<file path="src/rtl/cfg_pkg.sv">
package cfg_pkg;

   // Address width of the external configuration memory.
   localparam int ADDR_W = 16;
   // Width of a parallel configuration word.
   localparam int WORD_W = 8;
   // Number of serial bits that form one word.
   localparam int SER_BITS = 8;
   // Address bits of the internal configuration RAM.
   localparam int RAM_AW = 12;
   // Header byte that must open every configuration file.
   localparam logic [7:0] PREAMBLE = 8'hb7;
   // Default word count of one configuration file.
   localparam int FILE_WORDS = 2677;
   // Reset values of the address, error flag and serial bit counter.
   localparam logic [ADDR_W-1:0] ADDR_RST = 16'h0000;
   localparam logic ERR_RST = 1'b0;
   localparam logic [2:0] CNT_RST = 3'h0;

   typedef enum logic [1:0]
   {
      ST_IDLE,
      ST_HEAD,
      ST_BODY,
      ST_DONE
   } cfg_state_e;

endpackage

</file>
<file path="src/rtl/cfg_deser.sv">
`timescale 1ns/100ps
`default_nettype none

// Gathers configuration bits into words, serial msb first or parallel.
module cfg_deser
(
   // Clock and reset
   input wire logic clk_sys,
   input wire logic rst_b,
   // Control
   input wire logic clear,
   input wire logic serial_mode,
   input wire logic bit_stb,
   // Data in
   input wire logic config_serial_bit,
   input wire logic [cfg_pkg::WORD_W-1:0] par_data,
   // Word out
   output logic word_vld,
   output logic [cfg_pkg::WORD_W-1:0] word
);

   logic [cfg_pkg::WORD_W-1:0] sh_q;
   logic [2:0] cnt_q;
   logic vld_q;
   logic last_bit;
   logic [cfg_pkg::WORD_W-1:0] sh_next;

   assign last_bit = (cnt_q == 3'(cfg_pkg::SER_BITS - 1));
   assign sh_next = {sh_q[cfg_pkg::WORD_W-2:0], config_serial_bit};

   always_ff @(posedge clk_sys)
   begin
      if (!rst_b || clear)
      begin
         sh_q <= '0;
         cnt_q <= cfg_pkg::CNT_RST;
         vld_q <= 1'b0;
      end
      else
      begin
         vld_q <= bit_stb && (!serial_mode || last_bit);
         if (bit_stb && !serial_mode)
            sh_q <= par_data;
         else if (bit_stb)
         begin
            sh_q <= sh_next;
            cnt_q <= cnt_q + 3'h1;
         end
      end
   end

   assign word_vld = vld_q;
   assign word = sh_q;

endmodule

`default_nettype wire

</file>
<file path="src/rtl/config_verify_cascade.sv">
`timescale 1ns/100ps
`default_nettype none

module config_verify_cascade
#(
   parameter int FILE_WORDS = cfg_pkg::FILE_WORDS
)
(
   // Clock and reset
   input wire logic clk_sys,
   input wire logic rst_b,
   // Configuration control
   input wire logic cfg_start,
   input wire logic configuration_clock,
   input wire logic serial_mode,
   input wire logic mem_fetch,
   input wire logic verify_n,
   // Options set by the initial programming
   input wire logic cascade_en,
   input wire logic err_en,
   // Configuration data
   input wire logic config_serial_bit,
   input wire logic [cfg_pkg::WORD_W-1:0] par_data,
   // External memory address
   output logic [cfg_pkg::ADDR_W-1:0] mem_addr,
   output logic mem_addr_oe,
   // Configuration RAM port
   output logic ram_we,
   output logic [cfg_pkg::RAM_AW-1:0] ram_addr,
   output logic [cfg_pkg::WORD_W-1:0] ram_wdata,
   input wire logic [cfg_pkg::WORD_W-1:0] ram_rdata,
   // Dual-function pins: configuration side
   output logic cascade_select_out_n,
   output logic cascade_oe,
   output logic err_n,
   output logic err_oe,
   // Dual-function pins: user side
   input wire logic user_cas_o,
   input wire logic user_cas_oe,
   input wire logic user_err_o,
   input wire logic user_err_oe,
   // Status
   output logic configuring,
   output logic cfg_done
);

   cfg_pkg::cfg_state_e st_q;
   cfg_pkg::cfg_state_e st_d;
   logic [cfg_pkg::ADDR_W-1:0] addr_q;
   logic [cfg_pkg::RAM_AW-1:0] waddr_q;
   logic [cfg_pkg::WORD_W-1:0] wdata_q;
   logic we_q;
   logic verify_q;
   logic err_q;
   logic configuration_clock_q;
   logic [15:0] words_q;
   logic cas_q;
   logic word_vld;
   logic [cfg_pkg::WORD_W-1:0] word;
   logic configuration_clock_rise;
   logic in_cfg;
   logic body_word;
   logic head_bad;
   logic mismatch;
   logic last_word;
   logic set_err;

   cfg_deser u_deser
   (
      .clk_sys(clk_sys),
      .rst_b(rst_b),
      .clear(cfg_start),
      .serial_mode(serial_mode),
      .bit_stb(configuration_clock_rise && in_cfg),
      .config_serial_bit(config_serial_bit),
      .par_data(par_data),
      .word_vld(word_vld),
      .word(word)
   );

   assign configuration_clock_rise = configuration_clock && !configuration_clock_q;
   assign in_cfg = (st_q == cfg_pkg::ST_HEAD) || (st_q == cfg_pkg::ST_BODY);
   assign body_word = word_vld && (st_q == cfg_pkg::ST_BODY);
   assign head_bad = word_vld && (st_q == cfg_pkg::ST_HEAD)
      && (word != cfg_pkg::PREAMBLE);
   // Stored data is read at waddr_q, one index below where the delayed write of a load puts that word.
   assign mismatch = body_word && verify_q && (word != ram_rdata);
   assign last_word = body_word && (words_q == 16'(FILE_WORDS - 1));
   assign set_err = mismatch || head_bad;

   always_comb
   begin
      st_d = st_q;
      case (st_q)
         cfg_pkg::ST_IDLE:
            st_d = cfg_pkg::ST_IDLE;
         cfg_pkg::ST_HEAD:
            if (head_bad)
               st_d = cfg_pkg::ST_IDLE;
            else if (word_vld)
               st_d = cfg_pkg::ST_BODY;
         cfg_pkg::ST_BODY:
            if (last_word)
               st_d = cfg_pkg::ST_DONE;
         cfg_pkg::ST_DONE:
            st_d = cfg_pkg::ST_DONE;
         default:
            st_d = cfg_pkg::ST_IDLE;
      endcase
      if (cfg_start)
         st_d = cfg_pkg::ST_HEAD;
   end

   always_ff @(posedge clk_sys)
   begin
      if (!rst_b)
         st_q <= cfg_pkg::ST_IDLE;
      else
         st_q <= st_d;
   end

   always_ff @(posedge clk_sys)
   begin
      if (!rst_b)
         configuration_clock_q <= 1'b0;
      else
         configuration_clock_q <= configuration_clock;
   end

   // Verify choice is frozen for the whole cycle.
   always_ff @(posedge clk_sys)
   begin
      if (!rst_b)
         verify_q <= 1'b0;
      else if (cfg_start)
         verify_q <= !verify_n;
   end

   // The address only moves on a detected rising edge of the clock.
   always_ff @(posedge clk_sys)
   begin
      if (!rst_b || cfg_start)
         addr_q <= cfg_pkg::ADDR_RST;
      else if (configuration_clock_rise && in_cfg && mem_fetch)
         addr_q <= addr_q + 16'h0001;
   end

   always_ff @(posedge clk_sys)
   begin
      if (!rst_b || cfg_start)
      begin
         words_q <= 16'h0000;
         waddr_q <= '0;
      end
      else if (body_word)
      begin
         words_q <= words_q + 16'h0001;
         waddr_q <= waddr_q + 1'b1;
      end
   end

   always_ff @(posedge clk_sys)
   begin
      if (!rst_b)
      begin
         we_q <= 1'b0;
         wdata_q <= '0;
      end
      else
      begin
         // A word that meets a restart is discarded, so it is never written.
         we_q <= body_word && !verify_q && !cfg_start;
         wdata_q <= word;
      end
   end

   // Error is cleared only by a new cycle, and a set in the same cycle
   // as a restart is dropped because the restart discards that word.
   always_ff @(posedge clk_sys)
   begin
      if (!rst_b)
         err_q <= cfg_pkg::ERR_RST;
      else if (cfg_start)
         err_q <= 1'b0;
      else if (set_err)
         err_q <= 1'b1;
   end

   always_ff @(posedge clk_sys)
   begin
      if (!rst_b)
         cas_q <= 1'b0;
      else
         cas_q <= (st_d == cfg_pkg::ST_DONE);
   end

   // Once configured, the error pin belongs to user logic; the cascade pin does too only when cascade_en is clear.
   assign cascade_select_out_n = (configuring || !cascade_en) ? user_cas_o
      : !cas_q;
   // The cascade pin stays driven through operation when cascading is used.
   assign cascade_oe = cascade_en ? 1'b1 : user_cas_oe;
   assign err_n = (configuring && err_en) ? !err_q : user_err_o;
   assign err_oe = (configuring && err_en) ? 1'b1 : user_err_oe;

   assign mem_addr = addr_q;
   assign mem_addr_oe = configuring && mem_fetch;
   assign ram_we = we_q;
   assign ram_addr = waddr_q;
   assign ram_wdata = wdata_q;
   assign configuring = (st_q != cfg_pkg::ST_DONE);
   assign cfg_done = (st_q == cfg_pkg::ST_DONE);

endmodule

`default_nettype wire

</file>
<file path="config.mk">
export PLATFORM = sky130hd
export DESIGN_NAME = config_verify_cascade
export DESIGN_NICKNAME = d
export VERILOG_FILES = /design/src/rtl/cfg_pkg.sv /design/src/rtl/cfg_deser.sv /design/src/rtl/config_verify_cascade.sv
export SDC_FILE = /design/constraint.sdc
export NUM_CORES = 1
export LEC_CHECK = 0
export BUFFER_PORTS_ARGS = -buffer_cell sky130_fd_sc_hd__buf_2
export CORE_ASPECT_RATIO = 1.25
export CORE_MARGIN = 8
export CORE_UTILIZATION = 58
export CTS_BUF_LIST = sky130_fd_sc_hd__clkbuf_16
export DETAILED_ROUTE_END_ITERATION = 8
export HOLD_SLACK_MARGIN = 0.06
export PLACE_DENSITY = 0.93
export SETUP_SLACK_MARGIN = 0.05
export SLEW_MARGIN = 40
export SYNTH_ARGS = -nofsm -noshare
export SYNTH_HDL_FRONTEND = slang
export SYNTH_HIERARCHICAL = 1
export SYNTH_SLANG_ARGS = --single-unit
</file>
<file path="constraint.sdc">
create_clock -name clk_sys -period 5.81 [get_ports clk_sys]
set_clock_uncertainty 0.15 [all_clocks]
set_input_delay 0.581 -clock clk_sys [delete_from_list [all_inputs] [get_ports clk_sys]]
set_output_delay 0.581 -clock clk_sys [all_outputs]
set_load 0.01 [all_outputs]
</file>
==> out/results.ini <==
[synth]
ys_warn_count=6
synth_area_leaders=dfxtp_1 43%, xnor2_1 5.6%, nor2_1 4.8%
yosysUniqueCellTypes=43
syn_area_um2=3290
async_reset_ff_frac=0
yosysTopAreaCell=dfxtp_1
synth_seq_cells=71
synth_flop_cell=dfxtp_1
syn-num-nets=404
synth_cells=364
synth_edf_count=0
seq_area_frac_synth=0.432
synth.avg_cell_area_um2=9.04
netlist.area_leader.share=0.432

[setup_path]
crit_required_ps=5930
r2r_cells=6
critPathArrivalTime_ps=2400
cp_top_family=simple AND/OR/NAND/NOR gates
worst_path_max_delay_cell=or4_1
timing.rr.start=st_q[0]$_SDFF_PN0_
worstReg2RegEnd=mem_addr[14]$_SDFFE_PP0P_
worst-path-buf-inv=1
worstPathCellList=inv_1 > ha_1 > nand4b_4 > or4_1 > or3_1 > a21oi_1
crit_fanout=10
startpoint_type=flip-flop
slowest_delay_ps=610
cp-end-kind=flip-flop
crit_type=flip-flop to flip-flop
r2r_setup_slack_ps=3530

[routing]
drt-initial-drc-count=223
wire_per_inst_um=16.0
detail-route-antenna-nets=0
drtPass1Iterations=4
drc=0
vias=2885
drt-vias-per-instance=5.75
drt-total-wl_mm=8.02

[placed_design]
post-place-ws_ps=3530
placed_area_um2=3660
gp_congestion=0.818
io_buffers=73
hpwl_mm=5.91

[timing]
whs_ps=339
setup_viol=0
rsz0062_at_grt=no
finalSetupTns_ps=0
final_max_slew_viol_count=0
fin_crit_ps=2280
max_freq_mhz=438
layout_setup_ws_ps=3530
period_share=0.393
maxSlewHeadroom=0.678
worst-slew-pin-transition_ps=482
finalHoldViolCount=0

[grt]
overflow=0
grt.total_usage=0.190
antenna_found_initial=0
grt_pass1_wl_mm=13.1
grt_max_degree=37
grt_pass1_vias=2931

[run_status]
status=complete, no violations

[die]
rows=30
die_w_um=83.4
die-area_um2=8360
die_y_um=100
core_area_um2=5440
pin_count=74
start_util=0.605

[clock_tree]
post_cts_resize_count=0
clk_latency_ps=340
cts_made_buffers=9
cts_setup_buffers=0
clock_path_buffers=2
tritoncts=built
htree_levels=3
path_clk_slew_ps=50
hold_buffers=0
cts.root.buffer_cell=clkbuf_16
clkSinkCount=71

[final_layout]
diodes=0
final_common_cell=buf_2
area_delta_synth_final_pct=19.9
final_nets=474
stdcell_area_um2=3950
drive_gt1_frac=0.215
mostFrequentLayoutCells=73 x buf_2, 71 x dfxtp_1, 41 x nor2_1, 28 x nand2_1, 21 x xnor2_1

[min_path]
min_to=mem_addr[15]$_SDFFE_PP0P_
min_from=mem_addr[15]$_SDFFE_PP0P_
worstHoldPathType=flip-flop to flip-flop
hold_path_depth=2

[power_and_ir_drop]
power_leakage_nw=1.57
design_power_total_mw=1.06
p_sw_mw=0.224
power.internal_mw=0.835
pwr-share-seq=0.467
power.density_nw_per_um2=268
clkPwrFrac=0.489
p_comb_frac=0.045
p_sw_frac=0.211
power.ir.vdd_worst_mv=0.216

[run]
max-cap-violations=0

==> final cells by class <==
| cell class | count | area, um2 |
|---|---|---|
| multi-input combinational | 270 | 1760 |
| clock inverter | 6 | 53.8 |
| tap | 64 | 80.1 |
| clock buffer | 9 | 225 |
| sequential | 71 | 1420 |
| inverter | 8 | 30.0 |
| timing repair buffer | 74 | 373 |
| fill | 362 | 1500 |
==> per-stage QoR <==
stage | utilization | instances
finish | 0.725 | 502
global route | 0.725 | 502
CTS | 0.724 | 502
detailed placement | 0.673 | 487
global placement | 0.673 | 487
floorplan | - | 364
==> flip-flops by register name, indices dropped and copies added, names as in the netlist, 2 cells and up <==
| signal | cells |
|---|---|
| mem_addr | 16 |
| words_q | 16 |
| ram_addr | 12 |
| ram_wdata | 8 |
| u_deser/word | 8 |
| u_deser/cnt_q | 3 |
| st_q | 2 |
==> power groups by stage <==
stage	Clock, mW	Combinational, mW	Sequential [mW]
after CTS	0.521	0.0470	0.494
after global routing	0.543	0.0514	0.494
after floorplan	0	0.0294	0.503
final	0.517	0.0473	0.494
after detailed placement	0	0.0465	0.504
after global placement	0	0.0448	0.504
==> kinds of logic (layout without fill, tap and decap cells) <==
kind of cell	Yosys count	count (layout)	synth area share
AND/OR/NAND/NOR	165	165	0.273
flip-flops	71	71	0.432
AO/OA/AOI/OAI	48	48	0.0946
XOR/XNOR	38	38	0.101
buffers and inverters	23	97	0.0346
adder cells (fa/ha/maj)	10	10	0.0380
multiplexers	9	9	0.0274
==> layer usage <==
metal	vias up	wire length [um]	share of wire	GRT usage
met5	-	0	0	0
met4	0	293	0.037	0.119
met3	30	514	0.064	0.0762
met2	104	3990	0.50	0.324
met1	1328	3230	0.40	0.191
li1	1423	-	-	-
==> tightest hold or removal path, cell delays in order (launching register included) <==
cell	delay, ps
dfxtp_1	310
o21ai_0	70
a21oi_1	60
==> cell usage after synthesis (4+ instances only) <==
master / number
ha_1: 10
inv_1: 8
dfxtp_1: 71
a211oi_1: 9
clkbuf_1: 10
and2_1: 12
nor2b_1: 5
nand2b_1: 5
or3_1: 8
xnor2_1: 21
xor2_1: 17
and4_1: 7
nand2_1: 28
nor3_1: 7
mux2i_1: 9
or4_1: 5
o21ai_0: 9
nor2_1: 42
nand3_1: 12
o31ai_1: 4
nand4_1: 17
a21oi_1: 17
==> worst max path at each step <==
stage	startpoint	depth (start not counted)	endpoint	slack [ps]
after floorplan	st_q[0]$_SDFF_PN0_	6	mem_addr[14]$_SDFFE_PP0P_	3690
after detailed placement	st_q[1]$_SDFF_PN0_	6	mem_addr[14]$_SDFFE_PP0P_	3530
final	st_q[0]$_SDFF_PN0_	6	mem_addr[14]$_SDFFE_PP0P_	3530
after CTS	st_q[0]$_SDFF_PN0_	6	mem_addr[14]$_SDFFE_PP0P_	3520
after global placement	st_q[0]$_SDFF_PN0_	6	u_deser/cnt_q[1]$_SDFFE_PP0P_	3460
after global routing	st_q[0]$_SDFF_PN0_	6	mem_addr[14]$_SDFFE_PP0P_	3410
Note: power is estimated with default switching activity, not from simulation.
